$ cat src/common/phy_np_consts.vh
/*
 Register indices, field positions and reset values
 for the next page and gigabit control register bank.
 Assumes a Wishbone slave with 32-bit data, one register per word.
*/
`ifndef PHY_NP_CONSTS_VH
`define PHY_NP_CONSTS_VH

// Register indices; byte address is four times the index
`define IDX_NP_TX 8'h0E
`define IDX_NP_RX 8'h10
`define IDX_GIG_CTRL 8'h12
`define IDX_NP_LOC 8'h0C
`define IDX_INT_STAT 8'h20
`define IDX_INT_MASK 8'h21

// Next page field positions
`define NP_MORE_BIT 15
`define NP_ACK_BIT 14
`define NP_FMT_BIT 13
`define NP_COMPLY_BIT 12
`define NP_TOGGLE_BIT 11
`define NP_CODE_MSB 10

// Gigabit control field positions
`define GC_TEST_MSB 15
`define GC_TEST_LSB 13
`define GC_MAN_EN_BIT 12
`define GC_MAN_VAL_BIT 11
`define GC_PORT_TYPE_BIT 10
`define GC_ADV_FD_BIT 9
`define GC_ADV_HD_BIT 8

// Receive location register fields
`define LOC_ABLE_BIT 6
`define LOC_SEL_BIT 5
`define LOC_PAGE_RX_BIT 1

// Interrupt status / mask fields
`define INT_PAGE_RX_BIT 0
`define INT_PAGE_TX_BIT 1
`define INT_WIDTH 2

// Reset values
`define NP_TX_CODE_RST 11'h001
`define NP_TX_FMT_RST 1'b1
`define GC_CTRL_RST 16'h0F00
`define LOC_ABLE_RST 1'b1
`define LOC_SEL_RST 1'b1

`endif

$ cat src/core/np_tx_sequencer.v
/*
 Transmit next page sequencer: holds the page written by software until
 the negotiation engine has sent it, and keeps the toggle bit.
 Assumes the engine pulses page_sent_i once per completed exchange,
 on the same clock.
*/
`timescale 1ns/1ps
module np_tx_sequencer (
  input wire clk_i,
  input wire rst_i,
  input wire page_written_i,
  input wire page_sent_i,
  output wire pending_o,
  output wire toggle_o,
  output wire sent_event_o
);

  reg pending_q;
  reg pending_d;
  reg toggle_q;
  reg toggle_d;

  always @* begin
    pending_d = pending_q;
    toggle_d = toggle_q;
    if (page_sent_i && pending_q) begin
      // A new page went out: next one must carry the other toggle
      toggle_d = ~toggle_q;
      pending_d = 1'b0;
    end
    // A fresh write wins over the completion of the old page
    if (page_written_i) begin
      pending_d = 1'b1;
    end
  end

  always @(posedge clk_i) begin
    if (rst_i) begin
      pending_q <= 1'b0;
      toggle_q <= 1'b0;
    end else begin
      pending_q <= pending_d;
      toggle_q <= toggle_d;
    end
  end

  assign pending_o = pending_q;
  assign toggle_o = toggle_q;
  assign sent_event_o = page_sent_i & pending_q;

endmodule // np_tx_sequencer

$ cat src/core/phy_next_page_gig_control.v
/*
 Next page and gigabit_copper_control register bank of one copper port,
 reached over a classic Wishbone slave with 32-bit data.
 Assumes the negotiation engine and the role resolution logic run on
 clk_i; their inputs are used without synchronisers.
*/
`timescale 1ns/1ps
`include "phy_np_consts.vh"
module phy_next_page_gig_control #(
  parameter ADDR_WIDTH = 8
) (
  input wire clk_i,
  input wire rst_i,
  // Wishbone classic slave
  input wire cyc_i,
  input wire stb_i,
  input wire we_i,
  input wire [ADDR_WIDTH-1:0] adr_i,
  input wire [3:0] sel_i,
  input wire [31:0] dat_i,
  output wire [31:0] dat_o,
  output wire ack_o,
  // Negotiation engine side
  input wire page_rx_valid_i,
  input wire [15:0] page_rx_data_i,
  input wire page_tx_done_i,
  output wire [15:0] page_tx_data_o,
  output wire page_tx_pending_o,
  output wire partner_ability_load_o,
  output wire [15:0] partner_ability_data_o,
  // Gigabit control outputs
  input wire auto_role_master_i,
  output wire [2:0] test_mode_o,
  output wire role_master_o,
  output wire port_type_repeater_o,
  output wire adv_gig_full_o,
  output wire adv_gig_half_o,
  output wire irq_o
);

  // Decoded test mode numbers
  localparam [2:0] MODE_NORMAL = 3'h0;
  localparam [2:0] MODE_WAVEFORM = 3'h1;
  localparam [2:0] MODE_MASTER_JITTER = 3'h2;
  localparam [2:0] MODE_SLAVE_JITTER = 3'h3;
  localparam [2:0] MODE_DISTORTION = 3'h4;

  // Bus handshake
  reg ack_q;
  reg [31:0] rdata_q;
  reg [31:0] rdata_d;
  wire req;
  wire wr_commit;
  wire rd_commit;
  wire [ADDR_WIDTH-3:0] idx;
  wire [15:0] wmask;

  // Transmit page fields
  reg more_pages_q;
  reg page_format_q;
  reg message_comply_flag_q;
  reg [10:0] tx_code_q;
  wire toggle;
  wire tx_written;
  wire tx_sent_evt;
  wire [15:0] tx_word;

  // Received page and location control
  reg [15:0] rx_page_q;
  reg loc_able_q;
  reg loc_sel_q;
  reg page_rx_flag_q;
  reg ability_load_q;
  reg [15:0] ability_data_q;
  wire store_in_rx_reg;

  // Gigabit control fields
  reg [2:0] test_field_q;
  reg man_en_q;
  reg man_val_q;
  reg port_type_select_q;
  reg adv_fd_q;
  reg adv_hd_q;
  reg [2:0] test_mode_q;
  reg [2:0] test_mode_d;
  reg role_master_q;
  wire [15:0] gig_word;
  wire [15:0] gig_rst;

  // Interrupt registers
  reg [`INT_WIDTH-1:0] int_stat_q;
  reg [`INT_WIDTH-1:0] int_stat_d;
  reg [`INT_WIDTH-1:0] int_mask_q;
  reg [`INT_WIDTH-1:0] int_mask_d;
  reg irq_q;
  wire [`INT_WIDTH-1:0] int_events;

  // Request taken at the first edge; write and read complete at the
  // edge where the master sees ack high
  assign req = cyc_i & stb_i;
  assign wr_commit = req & ack_q & we_i;
  assign rd_commit = req & ack_q & ~we_i;
  assign idx = adr_i[ADDR_WIDTH-1:2];
  // Only lanes 0 and 1 reach the 16-bit registers
  assign wmask = {{8{sel_i[1]}}, {8{sel_i[0]}}};

  always @(posedge clk_i) begin
    if (rst_i) begin
      ack_q <= 1'b0;
    end else begin
      ack_q <= req & ~ack_q;
    end
  end

  // Transmit page word as software and the engine see it
  assign tx_word = {more_pages_q, 1'b0, page_format_q,
                    message_comply_flag_q, toggle, tx_code_q};

  assign tx_written = wr_commit &&
                      (idx == `IDX_NP_TX) && (sel_i[1:0] != 2'b00);

  always @(posedge clk_i) begin
    if (rst_i) begin
      more_pages_q <= 1'b0;
      page_format_q <= `NP_TX_FMT_RST;
      message_comply_flag_q <= 1'b0;
      tx_code_q <= `NP_TX_CODE_RST;
    end else if (wr_commit && (idx == `IDX_NP_TX)) begin
      if (wmask[`NP_MORE_BIT]) begin
        more_pages_q <= dat_i[`NP_MORE_BIT];
      end
      if (wmask[`NP_FMT_BIT]) begin
        page_format_q <= dat_i[`NP_FMT_BIT];
      end
      if (wmask[`NP_COMPLY_BIT]) begin
        message_comply_flag_q <= dat_i[`NP_COMPLY_BIT];
      end
      if (wmask[`NP_CODE_MSB]) begin
        tx_code_q[10:8] <= dat_i[10:8];
      end
      if (wmask[0]) begin
        tx_code_q[7:0] <= dat_i[7:0];
      end
    end
  end

  // Pending flag and toggle bit live in the sequencer
  np_tx_sequencer u_np_tx_sequencer (
    .clk_i(clk_i),
    .rst_i(rst_i),
    .page_written_i(tx_written),
    .page_sent_i(page_tx_done_i),
    .pending_o(page_tx_pending_o),
    .toggle_o(toggle),
    .sent_event_o(tx_sent_evt)
  );

  // Engine reads the page straight from the register bits
  assign page_tx_data_o = tx_word;

  // Location control: when not able, pages go to the received register
  assign store_in_rx_reg = ~loc_able_q | loc_sel_q;

  always @(posedge clk_i) begin
    if (rst_i) begin
      loc_able_q <= `LOC_ABLE_RST;
      loc_sel_q <= `LOC_SEL_RST;
    end else if (wr_commit && (idx == `IDX_NP_LOC) && sel_i[0]) begin
      // Both location fields sit in lane 0
      loc_able_q <= dat_i[`LOC_ABLE_BIT];
      loc_sel_q <= dat_i[`LOC_SEL_BIT];
    end
  end

  always @(posedge clk_i) begin
    if (rst_i) begin
      rx_page_q <= 16'h0000;
      ability_load_q <= 1'b0;
      ability_data_q <= 16'h0000;
    end else begin
      ability_load_q <= 1'b0;
      if (page_rx_valid_i) begin
        // Pages not kept here are handed to the ability register
        if (store_in_rx_reg) begin
          rx_page_q <= page_rx_data_i;
        end else begin
          ability_load_q <= 1'b1;
          ability_data_q <= page_rx_data_i;
        end
      end
    end
  end

  assign partner_ability_load_o = ability_load_q;
  assign partner_ability_data_o = ability_data_q;

  // Latching page-received flag; a new page beats the clearing read
  always @(posedge clk_i) begin
    if (rst_i) begin
      page_rx_flag_q <= 1'b0;
    end else if (page_rx_valid_i) begin
      page_rx_flag_q <= 1'b1;
    end else if (rd_commit && (idx == `IDX_NP_LOC)) begin
      page_rx_flag_q <= 1'b0;
    end
  end

  // Reset image of the gigabit control word
  assign gig_rst = `GC_CTRL_RST;

  // Gigabit control register
  always @(posedge clk_i) begin
    if (rst_i) begin
      test_field_q <= gig_rst[`GC_TEST_MSB:`GC_TEST_LSB];
      man_en_q <= gig_rst[`GC_MAN_EN_BIT];
      man_val_q <= gig_rst[`GC_MAN_VAL_BIT];
      port_type_select_q <= gig_rst[`GC_PORT_TYPE_BIT];
      adv_fd_q <= gig_rst[`GC_ADV_FD_BIT];
      adv_hd_q <= gig_rst[`GC_ADV_HD_BIT];
    end else if (wr_commit && (idx == `IDX_GIG_CTRL) && sel_i[1]) begin
      // Whole field kept, don't-care bits included
      test_field_q <= dat_i[`GC_TEST_MSB:`GC_TEST_LSB];
      man_en_q <= dat_i[`GC_MAN_EN_BIT];
      man_val_q <= dat_i[`GC_MAN_VAL_BIT];
      port_type_select_q <= dat_i[`GC_PORT_TYPE_BIT];
      adv_fd_q <= dat_i[`GC_ADV_FD_BIT];
      adv_hd_q <= dat_i[`GC_ADV_HD_BIT];
    end
  end

  assign gig_word = {test_field_q, man_en_q, man_val_q,
                     port_type_select_q, adv_fd_q, adv_hd_q,
                     8'h00};

  // Test mode decode; any code with the top bit set is mode 4
  always @* begin
    if (test_field_q[2]) begin
      test_mode_d = MODE_DISTORTION;
    end else if (test_field_q == 3'h3) begin
      test_mode_d = MODE_SLAVE_JITTER;
    end else if (test_field_q == 3'h2) begin
      test_mode_d = MODE_MASTER_JITTER;
    end else if (test_field_q == 3'h1) begin
      test_mode_d = MODE_WAVEFORM;
    end else begin
      test_mode_d = MODE_NORMAL;
    end
  end

  always @(posedge clk_i) begin
    if (rst_i) begin
      test_mode_q <= MODE_NORMAL;
      role_master_q <= 1'b0;
    end else begin
      test_mode_q <= test_mode_d;
      // Manual value only counts while manual selection is on
      role_master_q <= man_en_q ? man_val_q
                                : auto_role_master_i;
    end
  end

  assign test_mode_o = test_mode_q;
  assign role_master_o = role_master_q;
  assign port_type_repeater_o = port_type_select_q;
  assign adv_gig_full_o = adv_fd_q;
  assign adv_gig_half_o = adv_hd_q;

  // Interrupts: sticky status, write one to clear, event wins
  assign int_events = {tx_sent_evt, page_rx_valid_i};

  always @* begin
    int_stat_d = int_stat_q;
    int_mask_d = int_mask_q;
    if (wr_commit && (idx == `IDX_INT_STAT) && sel_i[0]) begin
      int_stat_d = int_stat_q & ~dat_i[`INT_WIDTH-1:0];
    end
    // Mask follows a write at once so irq never lags it
    if (wr_commit && (idx == `IDX_INT_MASK) && sel_i[0]) begin
      int_mask_d = dat_i[`INT_WIDTH-1:0];
    end
    int_stat_d = int_stat_d | int_events;
  end

  always @(posedge clk_i) begin
    if (rst_i) begin
      int_stat_q <= {`INT_WIDTH{1'b0}};
      int_mask_q <= {`INT_WIDTH{1'b0}};
      irq_q <= 1'b0;
    end else begin
      int_stat_q <= int_stat_d;
      int_mask_q <= int_mask_d;
      irq_q <= |(int_stat_d & int_mask_d);
    end
  end

  assign irq_o = irq_q;

  // Read data captured at the taking edge; unmapped reads return zero
  always @* begin
    rdata_d = 32'h00000000;
    if (idx == `IDX_NP_TX) begin
      rdata_d = {16'h0000, tx_word};
    end else if (idx == `IDX_NP_RX) begin
      rdata_d = {16'h0000, rx_page_q};
    end else if (idx == `IDX_GIG_CTRL) begin
      rdata_d = {16'h0000, gig_word};
    end else if (idx == `IDX_NP_LOC) begin
      // Flag is shown here before its read-clear lands
      rdata_d[`LOC_ABLE_BIT] = loc_able_q;
      rdata_d[`LOC_SEL_BIT] = loc_sel_q;
      rdata_d[`LOC_PAGE_RX_BIT] = page_rx_flag_q;
    end else if (idx == `IDX_INT_STAT) begin
      rdata_d[`INT_WIDTH-1:0] = int_stat_q;
    end else if (idx == `IDX_INT_MASK) begin
      rdata_d[`INT_WIDTH-1:0] = int_mask_q;
    end
  end

  always @(posedge clk_i) begin
    if (rst_i) begin
      rdata_q <= 32'h00000000;
    end else if (req & ~ack_q) begin
      rdata_q <= rdata_d;
    end
  end

  assign dat_o = rdata_q;
  assign ack_o = ack_q;

endmodule // phy_next_page_gig_control

$ cat config.mk
export PLATFORM = sky130hd
export DESIGN_NAME = phy_next_page_gig_control
export DESIGN_NICKNAME = d
export VERILOG_FILES = /design/src/core/np_tx_sequencer.v /design/src/core/phy_next_page_gig_control.v
export VERILOG_INCLUDE_DIRS = /design/src /design/src/common
export SDC_FILE = /design/constraint.sdc
export NUM_CORES = 1
export LEC_CHECK = 0
export ABC_AREA = 0
export BUFFER_PORTS_ARGS = -buffer_cell sky130_fd_sc_hd__buf_2
export CAP_MARGIN = 10
export CORE_ASPECT_RATIO = 0.6
export CORE_UTILIZATION = 30
export DETAILED_ROUTE_END_ITERATION = 6
export PLACE_DENSITY = 0.58
export RECOVER_POWER = 25
export SKIP_LAST_GASP = 1
export SLEW_MARGIN = 20
export SYNTH_ARGS = -nofsm -noshare
export SYNTH_HDL_FRONTEND = slang
export SYNTH_HIERARCHICAL = 1
export SYNTH_SLANG_ARGS = --single-unit
$ cat constraint.sdc
create_clock -name clk_i -period 2.1 [get_ports clk_i]
set_input_delay 0.21 -clock clk_i [delete_from_list [all_inputs] [get_ports clk_i]]
set_output_delay 0.21 -clock clk_i [all_outputs]
set_load 0.01 [all_outputs]
Word level (Yosys, flattened, before mapping)
Cells that the tools add are included.

storage, ports and cells
  register bits = 102
  output and inout port bits = 75

operators by class
  equal/unequal tests = 9
  mux-type cells = 22
  bitwise gates (word level) = 17
  reductions and logical operators = 22

operators with widths
  kind                  count
  $mux W16              2
  $mux W2               9
  $eq A6 B4 Y1 const B  2
  $eq A6 B5 Y1 const B  2
  $eq A6 B6 Y1 const B  2
  $logic_and A1 B1 Y1   12
  $mux W1               9
  $mux W9               1
  $reduce_and A2 Y1     4
  $and A1 B1 Y1         6
  $eq A3 B2 Y1 const B  2
  $not A1 Y1            6
  $reduce_bool A2 Y1    3
  $reduce_or A2 Y1      3
  $and A2 B2 Y2         2
  $eq A3 B1 Y1 const B  1
  $mux W3               1
  $not A2 Y2            1
  $or A2 B2 Y2          1
  $or A1 B1 Y1          1

Logic depth before layout (Yosys ltp)
Gate-level depths: netlist (run 1).

  depth after elaboration = 9
  mapped depth = 7
  mapped depth without buffers = 5

By module
Netlist (run 1), hierarchy kept.

modules (own cells, without submodules)
  module                     instances  cells an instance  area an instance (um^2)  sequential area each (um^2)
  phy_next_page_gig_control  1          409                3484.6                   1681.6
  np_tx_sequencer            1          9                  86.3                     40.0

Worst setup path before layout (run 1)
Ideal clock, no wire load.

  path kind = reg-to-reg
  from = reg ack_q, in the netlist ack_o
  to = reg page_format_q
  setup time = 120 ps
  arrival = 1463 ps
  setup slack = 517 ps
  stages on the path, launching flop included = 5
  path buffers = 1
  clock period less this slack = 1583 ps
  path through = dfxtp_1 and4_1 clkbuf_1 nand4_1 a211o_1

on the way
  word-level cells in the longest chain between the ends = 4

RTL lines
  item                                RTL line                         source
  start, declared                     phy_next_page_gig_control.v:49   reg ack_q;
  start signal, assigned              phy_next_page_gig_control.v:111  ack_q <= req & ~ack_q;
  $and A1 B1 Y1 (2 in series)         phy_next_page_gig_control.v:101  assign wr_commit = req & ack_q & we_i;
  $logic_and A1 B1 Y1                 phy_next_page_gig_control.v:128  end else if (wr_commit && (idx == `IDX_NP_TX)) begin
  $reduce_and A2 Y1 (no source line)  --
  end signal, assigned                phy_next_page_gig_control.v:125  page_format_q <= `NP_TX_FMT_RST;
  end signal, assigned                phy_next_page_gig_control.v:133  page_format_q <= dat_i[`NP_FMT_BIT];
  end, declared                       phy_next_page_gig_control.v:60   reg page_format_q;

Every way passes these cells.
A chain may end at the register's enable or synchronous reset.

Final worst setup path (run 1)
Same ends and word-level chain as after synthesis.

==> results.py, run 1 <==
metrics = {
    "routing": {
        "dr.pass1.iters": 4,
        "drtAntennaViolNets": 0,
        "drt_wl_total_um": 9750,
        "drtIter0Drc": 171,
        "wl_per_cell_um": 14.4,
        "drc": 0,
        "viasPerCell": 4.75,
        "via_count": 3214,
    },
    "sta": {
        "fmax_ghz": 0.584,
        "worst_pin_slew_ns": 0.597,
        "period_minus_slack_ns": 1.71,
        "relSlewSlack_pct": 59.7,
        "finalHoldViolations": 0,
        "fin_crit_sh_pct": 81.5,
        "setup_viol": 0,
        "rsz0062_at_grt": "no",
        "slew_violations": 0,
        "finClkSkew_ns": 0.00461,
        "hold_ws_ns": 0.102,
        "tns_ns": 0,
    },
    "cells_and_area": {
        "area_delta_synth_final_pct": 23.8,
        "final_util_pct": 38.6,
        "antennaDiodeCount": 0,
        "fin_nets": 580,
        "design_area_um2": 4420,
        "drive_gt1_share_pct": 20.9,
    },
    "cts": {
        "cts_tree": "yes",
        "cts_resized": 0,
        "cts_hold_buf": 0,
        "cts_sinks": 86,
        "cts_root_buf": "clkbuf_16",
        "cts_setup_buffers": 0,
        "htreeDepth": 3,
        "cts_buffers": 9,
        "cts.path.max_buffers": 2,
        "worstSkewPairLatency_ns": 0.34,
        "clk_pin_slew_worst_paths_ns": 0.06,
    },
    "yosys": {
        "synth_compound_area_share_pct": 12.7,
        "synth_area_leader_cell": "dfxtp_1",
        "yosys.area_share.simple_pct": 24.3,
        "ys_types": 48,
        "yosysTopAreaCellShare_pct": 48.2,
        "synth_top_flop_cell": "dfxtp_1",
        "ys_async_sr_fraction_pct": 0,
        "synth_adder_area_share_pct": 0,
        "synth_mux_area_share_pct": 5.92,
        "yosysSeqAreaShare_pct": 48.2,
        "ys_top_cells_by_area": "dfxtp_1 (48%), nand2_1 (7.4%), mux2i_1 (5.6%)",
        "synth_top_family_by_area": "simple AND/OR/NAND/NOR gates",
        "ys_warn_count": 6,
        "synthXorXnorAreaFrac_pct": 0,
        "netlist_instances": 418,
        "ys_ff_latch": 86,
        "avgSynthCellArea_um2": 8.54,
        "netlist_area_um2": 3570,
        "synth_edf_count": 0,
    },
    "die": {
        "coreArea_um2": 11400,
        "die_w_um": 143,
        "dieArea_um2": 12400,
        "top_level_ports": 143,
        "num_rows": 30,
        "die_y_um": 86.5,
        "initial_core_util_pct": 31.2,
    },
    "worst_setup_path": {
        "r2r_setup_slack_ns": 0.39,
        "required_ns": 2.33,
        "path_cells": "and4_1 -> nand4_1 -> a211o_1",
        "rr_worst_depth": 3,
        "worst_path_max_delay_cell": "nand4_1",
        "reg2reg_from": "ack_o$_SDFF_PP0_",
        "worstSetupEndpointType": "register",
        "crit_arrival_ns": 1.94,
        "crit_path_start_kind": "register",
        "slowest_delay_ns": 0.47,
        "reg2reg_to": "page_format_q$_SDFFE_PP1P_",
        "crit_fanout": 8,
        "crit_type": "register to register",
    },
    "global_route": {
        "grt_max_degree": 39,
        "grt_pass1_vias": 2874,
        "grt_pass1_wl_um": 15100,
        "antenna_found_initial": 0,
        "grt_usage_pct": 16.5,
        "overflow": 0,
    },
    "placement": {
        "dp_hpwl_um": 7380,
        "placed_cell_area_um2": 4160,
        "routabilityCongestion": 0.788,
        "port_buffers": 105,
    },
    "hold_path": {
        "hold_class": "input port to register",
        "whs_path_depth": 3,
        "whs_endpoint": "tx_code_q[7]$_SDFFE_PP0P_",
        "min_from": "dat_i[7]",
    },
    "power": {
        "p_leak_nw": 1.91,
        "ir_worst_vdd_uv": 423,
        "p_per_area_nw_per_um2": 804,
    },
    "job": {
        "cap_violations": 0,
    },
    "status": {
        "status": "complete, no violations",
    },
}
[sequential cells by signal, indices dropped and copies added (netlist names), 2 cells and up]
name	cells
test_mode_o	3
dat_o	16
int_stat_q	2
tx_code_q	11
test_field_q	3
partner_ability_data_o	16
rx_page_q	16
int_mask_q	2
[how the worst max path moves through the flow]
stage	endpoint	start	depth (start not counted)
2_1_floorplan	page_format_q$_SDFFE_PP1P_	ack_o$_SDFF_PP0_	4
3_3_place_gp	page_format_q$_SDFFE_PP1P_	adr_i[3]	4
3_5_place_dp	dat_o[15]$_SDFFE_PP0P_	adr_i[7]	5
4_1_cts	page_format_q$_SDFFE_PP1P_	ack_o$_SDFF_PP0_	3
5_1_grt	page_format_q$_SDFFE_PP1P_	ack_o$_SDFF_PP0_	3
6_report	page_format_q$_SDFFE_PP1P_	ack_o$_SDFF_PP0_	3
[metal layers]
layer | routed length [um] | global-route usage (%)
met1 | 4610 | 22.2
met2 | 4120 | 24.5
met3 | 945 | 6.02
met4 | 80 | 4.99
met5 | 0 | 0
[cells by family (layout without fill, tap and decap cells)]
kind of cell           after synthesis  in the layout
multiplexers                        21             21
flip-flops                          86             86
AND/OR/NAND/NOR                    182            182
AO/OA/AOI/OAI                       69             69
other                                1             17
buffers and inverters               59            142
[metrics by stage]
stage / total power [mW] / cells / worst slack [ns]
2_1_floorplan: 1.89 / 434 / 0.517
3_3_place_gp: 1.98 / 661 / 0.350
3_5_place_dp: 1.99 / 661 / 0.297
4_1_cts: 3.62 / 677 / 0.381
5_1_grt: 3.71 / 677 / 0.263
6_report: 3.56 / 677 / 0.388
[critical path: cells and delay by family, from the launching register on]
kind             cells  cell delay, ns
AND/OR/NAND/NOR      2            0.80
AO/OA/AOI/OAI        1            0.43
flip-flops           1            0.37
[cell type report]
class                           instances  area (um2)
Tap cell                              160         200
Sequential cell                        86        1720
Clock inverter                          3        42.5
Fill cell                            1213        7030
Multi-Input combinational cell        289        1590
Inverter                               12        45.0
Timing Repair Buffer                  114         557
Clock buffer                           13         260
[cells in the mapped netlist, types with 2 or more instances]
cell type  instances
a211o_1            8
a21oi_1           35
a221oi_1          15
buf_1              2
buf_2              3
buf_4             21
clkbuf_1          19
dfxtp_1           86
inv_1             12
mux2i_1           20
nand2_1           70
nand2b_1           4
nand3_1            3
nand3b_1           3
nand4_1            6
nor2_1            50
nor2b_1            3
nor3_1            17
nor3b_1            2
nor4_1             9
nor4b_1            2
o21ai_0            2
[power by group]
group	total (mW)	internal, mW	switching [mW]
clock	1.61	0.985	0.622
combinational	0.255	0.0933	0.162
sequential	1.69	1.67	0.0238
[placed cells by master, fill, tap and decap left out, types with 6 or more instances in the layout]
cell / Yosys / final
a211o_1: 8 / 8
a21oi_1: 35 / 35
a221oi_1: 15 / 15
buf_2: 3 / 76
buf_4: 21 / 9
clkbuf_1: 19 / 31
clkbuf_16: 0 / 9
conb_1: 1 / 17
dfxtp_1: 86 / 86
inv_1: 12 / 12
mux2i_1: 20 / 20
nand2_1: 70 / 70
nand4_1: 6 / 6
nor2_1: 50 / 50
nor3_1: 17 / 17
nor4_1: 9 / 9
(Power assumes the default switching activity.)
==> run 2: changes to the inputs <==
==> constraint.sdc (replaced) <==
create_clock -name clk_i -period 1.6 [get_ports clk_i]
set_input_delay 0.16 -clock clk_i [delete_from_list [all_inputs] [get_ports clk_i]]
set_output_delay 0.16 -clock clk_i [all_outputs]
set_load 0.01 [all_outputs]
==> results.py, run 2 (synthesis results as in run 1) <==
metrics = {
    "global_route": {
        "grt_pass1_wl_um": 15600,
        "grt_pass1_vias": 3005,
        "antenna_found_initial": 0,
        "grt_usage_pct": 16.9,
        "grt_max_degree": 28,
        "overflow": 0,
    },
    "worst_setup_path": {
        "worstSetupEndpointType": "register",
        "crit_arrival_ns": 1.74,
        "worst-path-buf-inv": 1,
        "crit_fanout": 5,
        "crit_path_start_kind": "register",
        "r2r_setup_slack_ns": 0.09,
        "rr_worst_depth": 4,
        "cp.depth": 4,
        "reg2reg_from": "ack_o$_SDFF_PP0_",
        "slowest_delay_ns": 0.37,
        "crit_end": "tx_code_q[0]$_SDFFE_PP1P_",
        "reg2reg_to": "tx_code_q[0]$_SDFFE_PP1P_",
        "path_delay_family": "simple AND/OR/NAND/NOR gates",
        "path_cells": "and4_1 -> nand4_1 -> buf_4 -> a211o_1",
        "crit_start": "ack_o$_SDFF_PP0_",
        "crit_type": "register to register",
        "worst_path_max_delay_cell": "dfxtp_1",
        "required_ns": 1.83,
    },
    "cts": {
        "htreeDepth": 3,
        "cts.path.max_buffers": 2,
        "cts_buffers": 9,
        "cts_hold_buf": 0,
        "cts_sinks": 86,
        "cts_root_buf": "clkbuf_16",
        "worstSkewPairLatency_ns": 0.34,
        "clk_pin_slew_worst_paths_ns": 0.06,
        "cts_tree": "yes",
    },
    "routing": {
        "viasPerCell": 4.69,
        "dr.pass1.iters": 4,
        "drt_wl_total_um": 9980,
        "drc": 0,
        "via_count": 3267,
        "drtIter0Drc": 238,
        "wl_per_cell_um": 14.3,
        "drtAntennaViolNets": 0,
    },
    "die": {
        "die_y_um": 86.5,
        "top_level_ports": 143,
        "dieArea_um2": 12400,
        "initial_core_util_pct": 31.2,
        "coreArea_um2": 11400,
        "num_rows": 30,
        "die_w_um": 143,
    },
    "power": {
        "p_leak_nw": 2.01,
        "p_per_area_nw_per_um2": 1050,
        "power.total_mw": 4.81,
        "ir_worst_vdd_uv": 504,
    },
    "sta": {
        "rsz0062_at_grt": "no",
        "hold_ws_ns": 0.0533,
        "period_minus_slack_ns": 1.51,
        "relSlewSlack_pct": 65.5,
        "finalHoldViolations": 0,
        "slew_violations": 0,
        "setup_viol": 0,
        "finClkSkew_ns": 0.00838,
        "fin_crit_sh_pct": 94.4,
        "worst_pin_slew_ns": 0.517,
        "fmax_ghz": 0.662,
    },
    "placement": {
        "routabilityCongestion": 0.779,
        "port_buffers": 105,
        "dp_hpwl_um": 7580,
        "dp_cells": 678,
    },
    "cells_and_area": {
        "layout_commonest_cell": "dfxtp_1",
        "fill_cells": 1184,
        "multiInputGateArea_um2": 1590,
        "area_delta_synth_final_pct": 27.9,
        "fin_nets": 598,
        "final_util_pct": 39.9,
        "drive_gt1_share_pct": 23.6,
        "seqCellArea_um2": 1720,
        "stdcell_count": 696,
        "layout_common_cells": "dfxtp_1 (86), buf_2 (77), nand2_1 (70)",
    },
    "status": {
        "status": "complete, no violations",
    },
    "hold_path": {
        "hold_class": "input port to register",
    },
    "job": {
        "cap_violations": 0,
    },
}
[run 2: cell count changes in the layout (fill, tap and decap cells not counted)]
cell        previous run  this run
bufinv_16              1         2
o21ai_1                1         2
clkinvlp_4             1         0
clkbuf_8               2         1
buf_4                  9        25
diode_2                0         1
o21ai_0                2         1
clkinv_2               1         2
clkbuf_2               0         1
buf_2                 76        77
[run 2: worst register-to-register path, delay by kind of cell (launching register included)]
kind	cells	cell delay (ns)
AOI/OAI and AO/OA	1	0.27
buffers and inverters	1	0.23
DFF	1	0.37
and+or+nand+nor	2	0.54
[run 2: final cells by class]
class	count	share of cell area [%]
sequential	86	37.7
multi-input combinational	289	34.9
timing repair buffer	132	15.0
clock buffer	12	5.40
tap	160	4.38
clock inverter	4	1.53
inverter	12	0.986
antenna	1	0.0548
[run 2: timing repair]
action                     4_1_cts  5_1_grt
setup endpoints to repair        0        6
gates resized for setup          0        1
buffers inserted                 0        1
[run 2: worst min path at each step]
stage | depth (start not counted) | end | slack [ns] | start
3_5_place_dp | 3 | role_master_o$_SDFF_PP0_ | 0.40 | auto_role_master_i
2_1_floorplan | 1 | u_np_tx_sequencer/pending_o$_SDFFE_PP0P_ | 0.23 | rst_i
3_3_place_gp | 3 | tx_code_q[7]$_SDFFE_PP0P_ | 0.39 | dat_i[7]
5_1_grt | 3 | tx_code_q[7]$_SDFFE_PP0P_ | 0.05 | dat_i[7]
4_1_cts | 3 | tx_code_q[7]$_SDFFE_PP0P_ | 0.04 | dat_i[7]
6_report | 3 | tx_code_q[7]$_SDFFE_PP0P_ | 0.05 | dat_i[7]
[run 2: metal layers]
layer	vias to the layer above	wire, um	track usage [%]
met5	-	0	0
met4	0	104	4.99
met3	12	745	6.02
met2	91	4180	25.4
met1	1534	4950	22.7
li1	1630	-	-
[run 2: metrics by stage]
stage	area (um2)	TNS, ns	setup WS [ns]
finish	4570	0	0.0892
global route	4560	0	0.00269
CTS	4600	0	0.0299
detailed placement	4280	-0.400	-0.0811
global placement	4280	0	0.0261
floorplan	3630	0	0.0170
[run 2: power breakdown]
group | internal (mW) | switching [mW] | total (mW)
Sequential | 2.19 | 0.0320 | 2.22
Clock | 1.41 | 0.830 | 2.24
Combinational | 0.135 | 0.217 | 0.352
